## src/sfwr_defines.svh

```systemverilog
`ifndef SFWR_DEFINES_SVH
`define SFWR_DEFINES_SVH
// Register indices; byte address is four times the index
`define SFWR_A_IN_RD 16'h7800
`define SFWR_A_IN_CNT 16'h7801
`define SFWR_A_IN_LVI 16'h7802
`define SFWR_A_IN_LVP 16'h7803
`define SFWR_B_IN_RD 16'h7805
`define SFWR_B_IN_CNT 16'h7806
`define SFWR_B_IN_LVI 16'h7807
`define SFWR_B_IN_LVP 16'h7808
`define SFWR_IN_TF 16'h780a
`define SFWR_IN_IE 16'h780b
`define SFWR_IN_IRQ 16'h780c
`define SFWR_A_OUT_WR 16'h780e
`define SFWR_A_OUT_CNT 16'h780f
`define SFWR_A_OUT_LVI 16'h7810
`define SFWR_A_OUT_LVP 16'h7811
`define SFWR_B_OUT_WR 16'h7813
`define SFWR_B_OUT_CNT 16'h7814
`define SFWR_B_OUT_LVI 16'h7815
`define SFWR_B_OUT_LVP 16'h7816
`define SFWR_OUT_TF 16'h7818
`define SFWR_OUT_IE 16'h7819
`define SFWR_OUT_IRQ 16'h781a
`define SFWR_SETUP 16'h781c
`define SFWR_POLAR 16'h781d
`define SFWR_FLUSH 16'h781e
`define SFWR_WFSEL 16'h7824
`define SFWR_IDLE_CS 16'h7825
`define SFWR_IDLE_LVL 16'h7826
`define SFWR_CTL_CFG 16'h7827
`define SFWR_ENG_ADR 16'h782a
`define SFWR_A_IN_TC 16'h782c
`define SFWR_A_OUT_TC 16'h782d
`define SFWR_A_KICK 16'h782e
`define SFWR_B_IN_TC 16'h7830
`define SFWR_B_OUT_TC 16'h7831
`define SFWR_B_KICK 16'h7832
`define SFWR_SGL_HI 16'h7834
`define SFWR_SGL_LAUNCH 16'h7835
`define SFWR_SGL_QUIET 16'h7836
`define SFWR_READY 16'h7838
`define SFWR_ABORT 16'h7839
`define SFWR_GEN_IE 16'h783b
`define SFWR_GEN_IRQ 16'h783c
`define SFWR_IFCFG 16'h784a
`define SFWR_PACF2 16'h784b
// Field masks, reset values and counts
`define SFWR_SETUP_MASK 8'h35
`define SFWR_CTLCFG_MASK 8'hbf
`define SFWR_POLAR_RST 6'h00
`define SFWR_IF_SLAVE 2'h3
`define SFWR_DEPTH 7'h40
`define SFWR_ENG_LEN 4'h4
`endif

```

## src/sfwr_pkg.sv

```systemverilog
package sfwr_pkg;
	typedef enum logic {SFWR_ENG_IDLE, SFWR_ENG_RUN} sfwr_eng_t;
	// Synchronised pin group; ctl is boe, aoe, rd, wr, fifo_a_select_in, fifo_b_select_in
	typedef struct packed {
		logic ext_clk;
		logic clk_sel;
		logic [5:0] ctl;
		logic [7:0] a_bus;
		logic [7:0] b_bus;
	} sfwr_pins_t;
	typedef struct packed {
		logic [7:0][7:0] lvl;
		logic [1:0] in_tog;
		logic [1:0] out_tog;
		logic [5:0] in_ie;
		logic [5:0] out_ie;
		logic [7:0] setup;
		logic [5:0] polar;
		logic [7:0] wfsel;
		logic idle_drv;
		logic [7:0] idle_lvl;
		logic [7:0] ctl_cfg;
		logic [5:0] eng_adr;
		logic [3:0][7:0] tcnt;
		logic [7:0] sgl_hi;
		logic [7:0] sgl_lo;
		logic [2:0] gen_ie;
		logic [2:0] ifcfg;
		logic [1:0] pacf2;
	} sfwr_cfg_t;
endpackage : sfwr_pkg

```

## src/sfwr_top.sv

```systemverilog
`timescale 1ns/1ps
`include "sfwr_defines.svh"
module sfwr_top import sfwr_pkg::*; (
	input wire logic pclk,
	input wire logic presetn,
	input wire logic psel,
	input wire logic penable,
	input wire logic pwrite,
	input wire logic [17:0] paddr,
	input wire logic [31:0] pwdata,
	output logic [31:0] prdata,
	output logic pready,
	output logic pslverr,
	input wire logic clock_source_select_pin,
	input wire logic external_fifo_clock,
	input wire logic fifo_a_output_enable_in,
	input wire logic fifo_b_output_enable_in,
	input wire logic slave_read_strobe,
	input wire logic slave_write_strobe,
	input wire logic fifo_a_select_in,
	input wire logic fifo_b_select_in,
	input wire logic [7:0] a_bus_in,
	output logic [7:0] a_bus_out,
	output logic a_bus_oe,
	input wire logic [7:0] b_bus_in,
	output logic [7:0] b_bus_out,
	output logic b_bus_oe,
	output logic [3:0] flag_pins,
	output logic [5:0] waveform_control_out,
	output logic [15:0] engine_data_out,
	output logic engine_data_oe,
	output logic [5:0] engine_addr_out,
	output logic irq
);
	// ************************************************************
	// Pin synchroniser
	// ************************************************************
	sfwr_pins_t pin_raw, sync1_reg, sync2_reg;
	logic ext_prev_reg;
	logic tick;
	logic [5:0] act;
	assign pin_raw = {external_fifo_clock, clock_source_select_pin,
		fifo_b_output_enable_in, fifo_a_output_enable_in, slave_read_strobe,
		slave_write_strobe, fifo_a_select_in, fifo_b_select_in, a_bus_in, b_bus_in};
	always_ff @(posedge pclk or negedge presetn) begin
		if (!presetn) begin
			sync1_reg <= {2'b00, ~`SFWR_POLAR_RST, 16'h0000}; // Idle strobes: no false transfer
			sync2_reg <= {2'b00, ~`SFWR_POLAR_RST, 16'h0000};
			ext_prev_reg <= 1'b0;
		end else begin
			sync1_reg <= pin_raw;
			sync2_reg <= sync1_reg;
			ext_prev_reg <= sync2_reg.ext_clk;
		end
	end
	// Internal base ticks every cycle; external base on its rising edge
	assign tick = sync2_reg.clk_sel ? (sync2_reg.ext_clk & ~ext_prev_reg) : 1'b1;
	sfwr_cfg_t cfg_reg, cfg_next;
	assign act = ~(sync2_reg.ctl ^ cfg_reg.polar);
	// ************************************************************
	// APB decode
	// ************************************************************
	logic pready_reg, pready_next, pslverr_reg, pslverr_next;
	logic [31:0] prdata_reg, prdata_next;
	logic [15:0] idx;
	logic setup, wr, rd, aligned, hit;
	logic [7:0] rmux;
	assign idx = paddr[17:2];
	assign aligned = paddr[1:0] == 2'h0;
	assign setup = psel & ~penable;
	assign wr = psel & penable & pready_reg & pwrite & aligned;
	assign rd = psel & penable & pready_reg & ~pwrite & aligned;
	function automatic logic wr_at(input logic [15:0] ix);
		return wr && idx == ix;
	endfunction : wr_at
	function automatic logic rd_at(input logic [15:0] ix);
		return rd && idx == ix;
	endfunction : rd_at
	// ************************************************************
	// FIFO storage: 0 A-in, 1 B-in, 2 A-out, 3 B-out
	// ************************************************************
	logic [7:0] mem [4][64];
	logic [3:0][5:0] wp_reg, wp_next, rp_reg, rp_next;
	logic [3:0][6:0] cnt_reg, cnt_next;
	logic [3:0][7:0] wdat;
	logic [3:0] push, pop, do_push, do_pop;
	logic [3:0][2:0] flg;
	logic [3:0] pin_flag;
	logic flush;
	assign flush = wr_at(`SFWR_FLUSH);
	// Far side drives both strobes; device only samples them
	assign push[0] = tick & act[2] & act[1];
	assign push[1] = tick & act[2] & act[0];
	assign push[2] = wr_at(`SFWR_A_OUT_WR);
	assign push[3] = wr_at(`SFWR_B_OUT_WR);
	assign pop[0] = rd_at(`SFWR_A_IN_RD);
	assign pop[1] = rd_at(`SFWR_B_IN_RD);
	assign pop[2] = tick & act[3] & act[1];
	assign pop[3] = tick & act[3] & act[0];
	assign wdat = {pwdata[7:0], pwdata[7:0], sync2_reg.b_bus, sync2_reg.a_bus};
	always_comb begin
		wp_next = wp_reg;
		rp_next = rp_reg;
		cnt_next = cnt_reg;
		for (int i = 0; i < 4; i++) begin
			// Full FIFO drops the push, empty FIFO ignores the pop
			do_push[i] = push[i] && cnt_reg[i] != `SFWR_DEPTH;
			do_pop[i] = pop[i] && cnt_reg[i] != 7'h00;
			if (do_push[i])
				wp_next[i] = wp_reg[i] + 6'h01;
			if (do_pop[i])
				rp_next[i] = rp_reg[i] + 6'h01;
			cnt_next[i] = cnt_reg[i] + {6'h00, do_push[i]} - {6'h00, do_pop[i]};
			if (flush) begin
				wp_next[i] = 6'h00;
				rp_next[i] = 6'h00;
				cnt_next[i] = 7'h00;
			end
			flg[i][2] = cfg_reg.lvl[2*i][7] ? cnt_reg[i] >= cfg_reg.lvl[2*i][6:0] :
				cnt_reg[i] <= cfg_reg.lvl[2*i][6:0];
			pin_flag[i] = cfg_reg.lvl[2*i+1][7] ? cnt_reg[i] >= cfg_reg.lvl[2*i+1][6:0] :
				cnt_reg[i] <= cfg_reg.lvl[2*i+1][6:0];
			flg[i][1] = cnt_reg[i] == 7'h00;
			flg[i][0] = cnt_reg[i] == `SFWR_DEPTH;
		end
	end
	always_ff @(posedge pclk or negedge presetn) begin
		if (!presetn) begin
			wp_reg <= '0;
			rp_reg <= '0;
			cnt_reg <= '0;
		end else begin
			wp_reg <= wp_next;
			rp_reg <= rp_next;
			cnt_reg <= cnt_next;
		end
	end
	// Storage carries no reset; only pointers define contents
	always_ff @(posedge pclk) begin
		for (int i = 0; i < 4; i++) begin
			if (do_push[i] && !flush)
				mem[i][wp_reg[i]] <= wdat[i];
		end
	end
	// ************************************************************
	// Waveform engine
	// ************************************************************
	sfwr_eng_t st_reg, st_next;
	logic [3:0] ecnt_reg, ecnt_next;
	logic single_reg, single_next, done;
	logic start, launch, abort;
	assign launch = wr_at(`SFWR_SGL_LAUNCH);
	assign start = launch | wr_at(`SFWR_A_KICK) | wr_at(`SFWR_B_KICK);
	assign abort = wr_at(`SFWR_ABORT);
	always_comb begin
		st_next = st_reg;
		ecnt_next = ecnt_reg;
		single_next = single_reg;
		done = 1'b0;
		case (st_reg)
			SFWR_ENG_IDLE: begin
				if (start && !abort) begin
					st_next = SFWR_ENG_RUN;
					ecnt_next = 4'h0;
					single_next = launch;
				end
			end
			SFWR_ENG_RUN: begin
				if (abort) begin
					st_next = SFWR_ENG_IDLE;
				end else if (tick) begin
					if (ecnt_reg == `SFWR_ENG_LEN - 4'h1) begin
						st_next = SFWR_ENG_IDLE;
						done = 1'b1;
					end else begin
						ecnt_next = ecnt_reg + 4'h1;
					end
				end
			end
			default: st_next = SFWR_ENG_IDLE;
		endcase
	end
	always_ff @(posedge pclk or negedge presetn) begin
		if (!presetn) begin
			st_reg <= SFWR_ENG_IDLE;
			ecnt_reg <= 4'h0;
			single_reg <= 1'b0;
		end else begin
			st_reg <= st_next;
			ecnt_reg <= ecnt_next;
			single_reg <= single_next;
		end
	end
	// ************************************************************
	// Registers, events and read mux
	// ************************************************************
	logic [5:0] in_irq_reg, in_irq_next, out_irq_reg, out_irq_next;
	logic [2:0] gen_irq_reg, gen_irq_next;
	logic [11:0] flags, flags_prev_reg, rise;
	logic idle;
	assign idle = st_reg == SFWR_ENG_IDLE;
	assign flags = {flg[0], flg[1], flg[2], flg[3]};
	assign rise = flags & ~flags_prev_reg;
	always_comb begin
		cfg_next = cfg_reg;
		// Set wins over clear-on-read in the same cycle
		in_irq_next = (in_irq_reg & ~(rd_at(`SFWR_IN_IRQ) ? prdata_reg[5:0] : 6'h00))
			| rise[11:6];
		out_irq_next = (out_irq_reg & ~(rd_at(`SFWR_OUT_IRQ) ? prdata_reg[5:0] : 6'h00))
			| rise[5:0];
		gen_irq_next = (gen_irq_reg & ~(rd_at(`SFWR_GEN_IRQ) ? prdata_reg[2:0] : 3'h0))
			| {1'b0, done & single_reg, done};
		if (wr) begin
			case (idx)
				`SFWR_A_IN_LVI: cfg_next.lvl[0] = pwdata[7:0];
				`SFWR_A_IN_LVP: cfg_next.lvl[1] = pwdata[7:0];
				`SFWR_B_IN_LVI: cfg_next.lvl[2] = pwdata[7:0];
				`SFWR_B_IN_LVP: cfg_next.lvl[3] = pwdata[7:0];
				`SFWR_A_OUT_LVI: cfg_next.lvl[4] = pwdata[7:0];
				`SFWR_A_OUT_LVP: cfg_next.lvl[5] = pwdata[7:0];
				`SFWR_B_OUT_LVI: cfg_next.lvl[6] = pwdata[7:0];
				`SFWR_B_OUT_LVP: cfg_next.lvl[7] = pwdata[7:0];
				`SFWR_IN_TF: cfg_next.in_tog = pwdata[7:6];
				`SFWR_OUT_TF: cfg_next.out_tog = pwdata[7:6];
				`SFWR_IN_IE: cfg_next.in_ie = pwdata[5:0];
				`SFWR_OUT_IE: cfg_next.out_ie = pwdata[5:0];
				`SFWR_SETUP: cfg_next.setup = pwdata[7:0] & `SFWR_SETUP_MASK;
				`SFWR_POLAR: cfg_next.polar = pwdata[5:0];
				`SFWR_WFSEL: cfg_next.wfsel = pwdata[7:0];
				`SFWR_IDLE_CS: cfg_next.idle_drv = pwdata[0];
				`SFWR_IDLE_LVL: cfg_next.idle_lvl = pwdata[7:0];
				`SFWR_CTL_CFG: cfg_next.ctl_cfg = pwdata[7:0] & `SFWR_CTLCFG_MASK;
				`SFWR_ENG_ADR: cfg_next.eng_adr = pwdata[5:0];
				`SFWR_A_IN_TC: cfg_next.tcnt[0] = pwdata[7:0];
				`SFWR_A_OUT_TC: cfg_next.tcnt[1] = pwdata[7:0];
				`SFWR_B_IN_TC: cfg_next.tcnt[2] = pwdata[7:0];
				`SFWR_B_OUT_TC: cfg_next.tcnt[3] = pwdata[7:0];
				`SFWR_SGL_HI: cfg_next.sgl_hi = pwdata[7:0];
				`SFWR_SGL_LAUNCH: cfg_next.sgl_lo = pwdata[7:0];
				`SFWR_SGL_QUIET: cfg_next.sgl_lo = pwdata[7:0];
				`SFWR_GEN_IE: cfg_next.gen_ie = pwdata[2:0];
				`SFWR_IFCFG: cfg_next.ifcfg = pwdata[2:0];
				`SFWR_PACF2: cfg_next.pacf2 = pwdata[5:4];
				default: cfg_next = cfg_reg;
			endcase
		end
	end
	always_comb begin
		hit = aligned;
		case (idx)
			`SFWR_A_IN_RD: rmux = mem[0][rp_reg[0]];
			`SFWR_A_IN_CNT: rmux = {1'b0, cnt_reg[0]};
			`SFWR_B_IN_RD: rmux = mem[1][rp_reg[1]];
			`SFWR_B_IN_CNT: rmux = {1'b0, cnt_reg[1]};
			`SFWR_A_OUT_CNT: rmux = {1'b0, cnt_reg[2]};
			`SFWR_B_OUT_CNT: rmux = {1'b0, cnt_reg[3]};
			`SFWR_A_IN_LVI: rmux = cfg_reg.lvl[0];
			`SFWR_A_IN_LVP: rmux = cfg_reg.lvl[1];
			`SFWR_B_IN_LVI: rmux = cfg_reg.lvl[2];
			`SFWR_B_IN_LVP: rmux = cfg_reg.lvl[3];
			`SFWR_A_OUT_LVI: rmux = cfg_reg.lvl[4];
			`SFWR_A_OUT_LVP: rmux = cfg_reg.lvl[5];
			`SFWR_B_OUT_LVI: rmux = cfg_reg.lvl[6];
			`SFWR_B_OUT_LVP: rmux = cfg_reg.lvl[7];
			`SFWR_IN_TF: rmux = {cfg_reg.in_tog, flags[11:6]};
			`SFWR_OUT_TF: rmux = {cfg_reg.out_tog, flags[5:0]};
			`SFWR_IN_IE: rmux = {2'h0, cfg_reg.in_ie};
			`SFWR_IN_IRQ: rmux = {2'h0, in_irq_reg};
			`SFWR_OUT_IE: rmux = {2'h0, cfg_reg.out_ie};
			`SFWR_OUT_IRQ: rmux = {2'h0, out_irq_reg};
			`SFWR_SETUP: rmux = cfg_reg.setup;
			`SFWR_POLAR: rmux = {2'h0, cfg_reg.polar};
			`SFWR_WFSEL: rmux = cfg_reg.wfsel;
			`SFWR_IDLE_CS: rmux = {idle, 6'h00, cfg_reg.idle_drv};
			`SFWR_IDLE_LVL: rmux = cfg_reg.idle_lvl;
			`SFWR_CTL_CFG: rmux = cfg_reg.ctl_cfg;
			`SFWR_ENG_ADR: rmux = {2'h0, cfg_reg.eng_adr};
			`SFWR_A_IN_TC: rmux = cfg_reg.tcnt[0];
			`SFWR_A_OUT_TC: rmux = cfg_reg.tcnt[1];
			`SFWR_B_IN_TC: rmux = cfg_reg.tcnt[2];
			`SFWR_B_OUT_TC: rmux = cfg_reg.tcnt[3];
			`SFWR_SGL_HI: rmux = cfg_reg.sgl_hi;
			`SFWR_SGL_LAUNCH: rmux = cfg_reg.sgl_lo;
			`SFWR_SGL_QUIET: rmux = cfg_reg.sgl_lo;
			`SFWR_READY: rmux = {2'h0, sync2_reg.ctl};
			`SFWR_GEN_IE: rmux = {5'h00, cfg_reg.gen_ie};
			`SFWR_GEN_IRQ: rmux = {5'h00, gen_irq_reg};
			`SFWR_IFCFG: rmux = {5'h00, cfg_reg.ifcfg};
			`SFWR_PACF2: rmux = {2'h0, cfg_reg.pacf2, 4'h0};
			`SFWR_A_OUT_WR, `SFWR_B_OUT_WR, `SFWR_FLUSH, `SFWR_A_KICK,
			`SFWR_B_KICK, `SFWR_ABORT: rmux = 8'h00;
			default: begin
				rmux = 8'h00;
				hit = 1'b0;
			end
		endcase
	end
	// ************************************************************
	// Registered outputs
	// ************************************************************
	logic slave_mode;
	assign slave_mode = cfg_reg.ifcfg[1:0] == `SFWR_IF_SLAVE;
	assign pready_next = setup;
	assign pslverr_next = setup & ~hit;
	assign prdata_next = setup ? {24'h000000, rmux} : prdata_reg;
	always_ff @(posedge pclk or negedge presetn) begin
		if (!presetn) begin
			cfg_reg <= '0;
			cfg_reg.polar <= `SFWR_POLAR_RST;
			in_irq_reg <= 6'h00;
			out_irq_reg <= 6'h00;
			gen_irq_reg <= 3'h0;
			flags_prev_reg <= 12'h000;
			pready_reg <= 1'b0;
			pslverr_reg <= 1'b0;
			prdata_reg <= 32'h00000000;
			a_bus_out <= 8'h00;
			a_bus_oe <= 1'b0;
			b_bus_out <= 8'h00;
			b_bus_oe <= 1'b0;
			flag_pins <= 4'h0;
			waveform_control_out <= 6'h00;
			engine_data_out <= 16'h0000;
			engine_data_oe <= 1'b0;
			engine_addr_out <= 6'h00;
			irq <= 1'b0;
		end else begin
			cfg_reg <= cfg_next;
			in_irq_reg <= in_irq_next;
			out_irq_reg <= out_irq_next;
			gen_irq_reg <= gen_irq_next;
			flags_prev_reg <= flags;
			pready_reg <= pready_next;
			pslverr_reg <= pslverr_next;
			prdata_reg <= prdata_next;
			a_bus_out <= mem[2][rp_next[2]];
			a_bus_oe <= slave_mode & act[4];
			b_bus_out <= mem[3][rp_next[3]];
			b_bus_oe <= slave_mode & act[5];
			flag_pins <= slave_mode ? pin_flag : 4'h0;
			waveform_control_out <= (st_next == SFWR_ENG_IDLE) ? cfg_next.idle_lvl[5:0] :
				~cfg_next.idle_lvl[5:0];
			engine_data_out <= {cfg_next.ifcfg[2] ? cfg_next.sgl_hi : 8'h00,
				cfg_next.sgl_lo};
			engine_data_oe <= (st_next == SFWR_ENG_RUN) | cfg_next.idle_drv;
			engine_addr_out <= cfg_next.eng_adr;
			irq <= |{in_irq_next & cfg_next.in_ie, out_irq_next & cfg_next.out_ie,
				gen_irq_next & cfg_next.gen_ie};
		end
	end
	assign prdata = prdata_reg;
	assign pready = pready_reg;
	assign pslverr = pslverr_reg;
	// ************************************************************
	// Assertions
	// ************************************************************
	a_ext_no_edge: assert property (@(posedge pclk) disable iff (!presetn)
		sync2_reg.clk_sel && !(sync2_reg.ext_clk && !ext_prev_reg)
		|=> cnt_reg[0] <= $past(cnt_reg[0]))
		else $error("A-in FIFO grew without an external clock edge");
	a_flush_empty: assert property (@(posedge pclk) disable iff (!presetn)
		flush |=> cnt_reg == '0 ##1 flags[10] && flags[7])
		else $error("Flush left a FIFO non-empty");
	a_kick_starts: assert property (@(posedge pclk) disable iff (!presetn)
		idle && (wr_at(`SFWR_A_KICK) || wr_at(`SFWR_B_KICK)) && !abort
		|=> st_reg == SFWR_ENG_RUN)
		else $error("Kick did not start the engine");
	a_launch_load: assert property (@(posedge pclk) disable iff (!presetn)
		idle && launch |=> st_reg == SFWR_ENG_RUN && cfg_reg.sgl_lo == $past(pwdata[7:0]))
		else $error("Launch did not store and start");
	a_quiet_idle: assert property (@(posedge pclk) disable iff (!presetn)
		idle && wr_at(`SFWR_SGL_QUIET) && !start |=> idle [*2])
		else $error("Quiet write started the engine");
	a_abort_stop: assert property (@(posedge pclk) disable iff (!presetn)
		abort |=> idle ##1 $stable(gen_irq_reg[0]) || !gen_irq_reg[0])
		else $error("Abort left the engine running");
	a_count_bound: assert property (@(posedge pclk) disable iff (!presetn)
		cnt_reg[0] <= `SFWR_DEPTH && cnt_reg[2] <= `SFWR_DEPTH)
		else $error("FIFO count beyond depth");
	a_irq_sticky: assert property (@(posedge pclk) disable iff (!presetn)
		in_irq_reg[4] && !rd_at(`SFWR_IN_IRQ) |=> in_irq_reg[4])
		else $error("Input request bit lost without a read");
	a_idle_level: assert property (@(posedge pclk) disable iff (!presetn)
		idle [*2] ##0 $stable(cfg_reg.idle_lvl) |-> waveform_control_out == cfg_reg.idle_lvl[5:0])
		else $error("Idle control outputs differ from idle levels");
endmodule : sfwr_top

```

## config.mk

```make
export PLATFORM = sky130hd
export DESIGN_NAME = sfwr_top
export DESIGN_NICKNAME = d
export VERILOG_FILES = /design/src/sfwr_pkg.sv /design/src/sfwr_top.sv
export VERILOG_INCLUDE_DIRS = /design/src
export SDC_FILE = /design/constraint.sdc
export NUM_CORES = 2
export LEC_CHECK = 0
export BUFFER_PORTS_ARGS = -buffer_cell sky130_fd_sc_hd__buf_2
export CORE_MARGIN = 3
export CORE_UTILIZATION = 40
export CTS_CLUSTER_DIAMETER = 100
export CTS_CLUSTER_SIZE = 10
export DETAILED_ROUTE_END_ITERATION = 8
export PLACE_DENSITY = 0.67
export SLEW_MARGIN = 20
export SYNTH_ARGS = -nofsm -noshare
export SYNTH_HDL_FRONTEND = slang
export SYNTH_SLANG_ARGS = --single-unit
```

## constraint.sdc

```tcl
create_clock -name pclk -period 4.25 [get_ports pclk]
set_input_delay 0.2125 -clock pclk [delete_from_list [all_inputs] [get_ports pclk]]
set_output_delay 0.2125 -clock pclk [all_outputs]
set_load 0.01 [all_outputs]
```

**After elaboration in Yosys (flattened, before gate mapping)**

Memory sizes are Yosys's and may differ from the RTL's.
Index checks and enable logic that the tools add are counted.

- Bits in registers: 390
- Latch bits: 0
- Memory bits (writable): 2048
- ROM bits: 0
- Input bits: 79
- Output and inout bits: 86
- Word-level logic and storage cells: 403
- Memories kept: 1

- Add/subtract/negate cells: 17
- $mul: 0
- Divide/modulo/power cells: 0
- Order comparisons: 28
- Equal/unequal tests: 59
- Shifts and indexed selects: 0
- Multiplexer cells: 101
- Bitwise logic cells: 51
- Reduce and logical (&&, ||, !) cells: 74

Memories:

| memory | words | bits a word | read ports | clocked after memory_dff | write ports | RTL line | RTL |
|---|---|---|---|---|---|---|---|
| mem | 4 | 512 | 4 | 0 | 3 | sfwr_top.sv:82 | `logic [7:0] mem [4][64];` |

Operator list:

| kind | count |
|---|---|
| $mux W512 | 6 |
| $eq A16 B15 Y1 const B | 45 |
| $reduce_or A512 Y1 | 1 |
| $pmux W8 S38 | 1 |
| $bmux W8 S6 | 4 |
| $demux W8 S6 | 4 |
| $mux W8 | 22 |
| $mux W6 | 24 |
| $mux W113 | 1 |
| $ge A7 B7 Y1 | 8 |
| $ge A7 B7 Y1 const B | 8 |
| $le A7 B7 Y1 | 8 |
| $not A6 Y7 | 8 |
| $add A6 B1 Y6 const B | 8 |
| $reduce_and A2 Y1 | 23 |
| $reduce_or A45 Y1 | 1 |
| $logic_and A1 B1 Y1 | 29 |
| $add A7 B1 Y7 | 4 |
| $eq A7 B7 Y1 const B | 4 |
| $logic_not A7 Y1 | 4 |
| $lt A7 B1 Y1 const B | 4 |
| $mux W7 | 4 |
| $ne A7 B7 Y1 const B | 4 |
| $reduce_bool A7 Y1 | 4 |
| other kinds (30) | 101 |

**Longest topological paths before layout**

- Word-level depth: 12
- Mapped depth: 20
- Depth with buffers taken out: 20

**Least setup slack after synthesis**

Ideal clock, no wire load.

- Path type: input -> register
- Start: in paddr[11]
- End: reg cnt_reg[27] in the netlist's numbering
- Library setup time: 0.078 ns
- Arrival: 3.693 ns
- Data required time: 4.172 ns
- Path slack: 0.479 ns
- Cell stages on the path: 19
- Buffers on the path: 3
- Cell sequence: or4b_1 buf_2 buf_2 or3_1 buf_2 nor3_4 inv_1 ha_1 inv_1 ha_1 inv_1 fa_1 inv_1 a21oi_1 o21bai_1 a21oi_1 nor2_1 or3_1 a21oi_1

RTL lines:

| item | RTL line | RTL |
|---|---|---|
| start, declared | sfwr_top.sv:9 | `input wire logic [17:0] paddr,` |
| end signal, assigned | sfwr_top.sv:135 | `cnt_reg <= cnt_next;` |
| end, declared | sfwr_top.sv:84 | `logic [3:0][6:0] cnt_reg, cnt_next;` |

**Worst setup path in the final report**

- Start: reg cfg_reg[87] in the netlist's numbering
- End: reg b_bus_out[3]

- Word-level cells in the longest chain between the ends: 10

Ends and longest elaborated chain:

| item | RTL line | RTL |
|---|---|---|
| start, declared | sfwr_top.sv:58 | `sfwr_cfg_t cfg_reg, cfg_next;` |
| start signal, assigned | sfwr_top.sv:328 | `cfg_reg <= cfg_next;` |
| $xor A6 B6 Y6 | sfwr_top.sv:59 | `assign act = ~(sync2_reg.ctl ^ cfg_reg.polar);` |
| $not A6 Y6 | sfwr_top.sv:59 |  |
| $and A1 B1 Y1 | sfwr_top.sv:99 | `assign pop[3] = tick & act[3] & act[0];` |
| $logic_and A1 B1 Y1 | sfwr_top.sv:108 | `do_pop[i] = pop[i] && cnt_reg[i] != 7'h00;` |
| $mux W6 | sfwr_top.sv:111 | `if (do_pop[i])` |
| $mux W6 | sfwr_top.sv:114 | `if (flush) begin` |
| $not A6 Y7 (implied by the code) | sfwr_top.sv:338 | `b_bus_out <= mem[3][rp_next[3]];` |
| $bmux W8 S6 | sfwr_top.sv:338 |  |
| $mux W8 (implied by the code) (2 in a row) | sfwr_top.sv:338 |  |
| end signal, assigned | sfwr_top.sv:338 |  |
| end, declared | sfwr_top.sv:26 | `output logic [7:0] b_bus_out,` |

No other way between the ends. The select of a mux whose other input is x is not followed.
A chain may end at the register's enable or synchronous reset.

==> flow_summary.json <==
{
  "status": "finished, final reports clean",
  "antenna_found_initial": 11,
  "startpoint_type": "register",
  "crit_path_end_kind": "register",
  "crit_slowest_cell": "nor2_2",
  "postCtsSetupBuffers": 0,
  "area_delta_synth_final_pct": 16.2,
  "netlist_area_um2": 99200,
  "drt-initial-drc-count": 6679,
  "ys.flop_type": "edfxtp_1",
  "fin_crit_sh_pct": 93.1,
  "largest_reg_flops": 2048,
  "switching_power_mw": 15.6,
  "grt_remaining_overflow": 0,
  "synth_edf_count": 2048,
  "wl_um": 260000,
  "port_buffers": 116,
  "vias": 56726,
  "switching_share_pct": 26.6,
  "ant_nets": 0,
  "fin_skew_ns": 0.0752,
  "cts_htree_levels": 5,
  "grt_start_max_net_pins": 100,
  "pin_count": 165,
  "fmax_mhz": 253,
  "cts_tree": "yes",
  "drv_slew": 0,
  "power.density_nw_per_um2": 508,
  "wl_per_cell_um": 25.9,
  "crit_arrival_ns": 4.74,
  "finalInstanceArea_um2": 115000,
  "yosysUniqueCellTypes": 94,
  "synth-simple-area-share_pct": 6.80,
  "p_leak_nw": 39.9,
  "drive_gt1_share_pct": 23.3,
  "crit_path_start": "cfg_reg[87]",
  "tightest_slew_ns": 1.27,
  "fp.coreArea_um2": 246000,
  "vias_per_cell": 5.65,
  "critPathKind": "reg2reg",
  "numCtsBuffers": 294,
  "async_flop_share_pct": 15.7,
  "cp_max_fo": 12,
  "synth_seq_area_share_pct": 71.6,
  "setup-tns-final_ns": 0,
  "maxCapViolations": 0,
  "power_frac_seq_pct": 46.1,
  "p_int_mw": 43.0,
  "rsz0062_at_grt": "no",
  "crit_required_ns": 5.03,
  "rrSetupSlack_ns": 0.29,
  "comb_power_share_pct": 16.2,
  "synth_xor_xnor_area_share_pct": 0.608,
  "timing.rr.end": "b_bus_out[3]",
  "grt_pass1_vias": 57166,
  "initial_core_util_pct": 40.3,
  "dr.pass1.iters": 6,
  "hold_viol_final": 0,
  "place_hpwl_um": 169000,
  "grt_pass1_wl_um": 387000,
  "finalSetupViolCount": 0,
  "relSlewSlack_pct": 14.7,
  "min_period_ns": 3.96,
  "globalplace.congestion": 0.971,
  "drcViolationCount": 0,
  "synth-adder-area-share_pct": 1.35,
  "ys_warn_count": 0,
  "cts-root-buf": "clkbuf_16",
  "reg2reg_from": "cfg_reg[87]",
  "clk-insertion-delay-late_ns": 0.93,
  "clkTransAtPathRegs_ns": 0.07,
  "die_area_um2": 254000,
  "fillers": 20683,
  "place_area_um2": 106000,
  "crit_chain": "xnor2_1 -> o41ai_2 -> buf_4 -> nor3_1 -> xnor2_1 -> nor2_2 -> o21ai_0 -> nor4_1 -> o21ai_0 -> a32o_1",
  "synth.area.mux_share_pct": 12.8,
  "dieWidth_um": 504,
  "synthCells": 5953,
  "synth-seq-cells": 2430,
  "die_h_um": 504,
  "row_count": 182,
  "synth_compound_area_share_pct": 4.47,
  "hp-class": "in2reg",
  "postLayoutCoreUtil_pct": 46.8,
  "synth.avg_cell_area_um2": 16.7,
  "layout.nets": 6743,
  "clock_power_share_pct": 37.7,
  "cts.sinks": 2430,
  "clockBufferDepth": 4,
  "synth_top_family_by_area": "multiplexers",
  "crit_end": "b_bus_out[3]",
  "critPathMaxStageDelay_ns": 0.60,
  "grtUsageTotal_pct": 20.2,
  "whs_ns": 0.00494,
  "irDropWorstVdd_uv": 438,
  "r2r_cells": 10
}
-- worst max-delay path: cells and delay by family (launching register included) --
| family | cells | cell delay (ns) |
|---|---|---|
| xor gates and xnor gates | 2 | 0.63 |
| buffers and inverters | 1 | 0.20 |
| DFF | 1 | 0.50 |
| and+or+nand+nor | 3 | 1.44 |
| AOI/OAI and AO/OA | 4 | 1.02 |
-- placed cells by master, fill, tap and decap left out, types with 43 or more instances in the layout --
cell type and n:
nand3_1 189, edfxtp_1 2048, nor2_1 405, nand4_1 69, o21ai_0 118, mux2i_1 158
buf_2 107, a211oi_1 49, mux2_2 179, dfrtp_1 348, ha_1 101, buf_4 428
clkbuf_1 141, a22oi_1 80, inv_1 139, nand2_1 558, a21oi_1 79, dlygate4sd3_1 66
clkbuf_16 300, mux4_2 404, nor3_1 43
-- metal layers --
| metal | track usage [%] | part of all wire [%] | wire length [µm] | vias up |
|---|---|---|---|---|
| li1 | - | - | - | 24343 |
| met1 | 28.9 | 42 | 110000 | 29309 |
| met2 | 31.3 | 46 | 121000 | 2589 |
| met3 | 4.00 | 8.4 | 21900 | 483 |
| met4 | 6.18 | 2.9 | 7660 | 2 |
| met5 | 0 | 0.0035 | 9 | - |
-- metrics by stage --
| stage | worst slack, ns | power (mW) | cells |
|---|---|---|---|
| 6_report | 0.291 | 58.6 | 10032 |
| 5_1_grt | 0.233 | 60.8 | 10032 |
| 4_1_cts | 0.128 | 59.0 | 10029 |
| 3_5_place_dp | 0.202 | 36.8 | 9508 |
| 3_3_place_gp | 0.129 | 36.6 | 9507 |
| 2_1_floorplan | 0.479 | 33.3 | 5976 |
-- synth_stat cells (57+ instances only) --
master	n	share of area (%)
edfxtp_1	2048	62
nand2_1	558	2.1
nor2_1	407	1.5
mux4_2	404	9.2
dfrtp_1	370	9.3
nand3_1	189	0.95
mux2_2	179	2.0
mux2i_1	159	1.6
clkbuf_1	153	0.58
inv_1	139	0.53
o21ai_0	118	0.60
ha_1	101	1.3
a21oi_1	80	0.40
a22oi_1	80	0.61
buf_2	76	0.38
nand4_1	69	0.43
buf_4	59	0.45
buf_1	57	0.22
-- cell families after synthesis --
family / Yosys count
flops: 2430
mux: 742
buf+inv: 503
fa+ha+maj: 105
simple gates: 1471
compound gates: 633
xor+xnor: 68
other cells: 1
-- power groups by stage --
stage / combinational, mW / clock (mW) / sequential, mW
floorplan: 6.09 / 0 / 27.2
global placement: 9.17 / 0 / 27.4
detailed placement: 9.35 / 0 / 27.5
CTS: 9.45 / 22.6 / 27.0
global route: 10.3 / 23.5 / 27.0
finish: 9.48 / 22.1 / 27.0
-- layout make-up --
| type | count | area [µm²] | share of cell area, % |
|---|---|---|---|
| clock inverter | 13 | 193 | 0.167 |
| multi-input combinational | 3043 | 26000 | 22.5 |
| tap | 3312 | 4140 | 3.59 |
| timing repair buffer | 646 | 5250 | 4.55 |
| sequential | 2430 | 71100 | 61.7 |
| inverter | 144 | 548 | 0.475 |
| antenna | 3 | 7.51 | 0.00651 |
| clock buffer | 441 | 8040 | 6.97 |
-- how the worst min path moves through the flow --
stage | from | end | slack [ns] | cells past startpoint
6_report | pwdata[3] | mem[2][499] | 0.005 | 1
5_1_grt | pwdata[3] | mem[2][499] | 0.005 | 1
4_1_cts | pwdata[3] | mem[2][3] | 0.002 | 1
3_5_place_dp | fifo_a_select_in | sync1_reg[17] | 0.32 | 1
3_3_place_gp | fifo_a_output_enable_in | sync1_reg[20] | 0.32 | 1
2_1_floorplan | presetn | a_bus_oe | -0.08 | 0
-- repair_timing --
item | 4_1_cts | 5_1_grt
resized for setup | 0 | 1
setup endpoints to repair | 0 | 1
hold endpoints to repair | 584 | 0
hold buffers | 67 | 0
No activity file was read; power rests on OpenSTA's default activity.
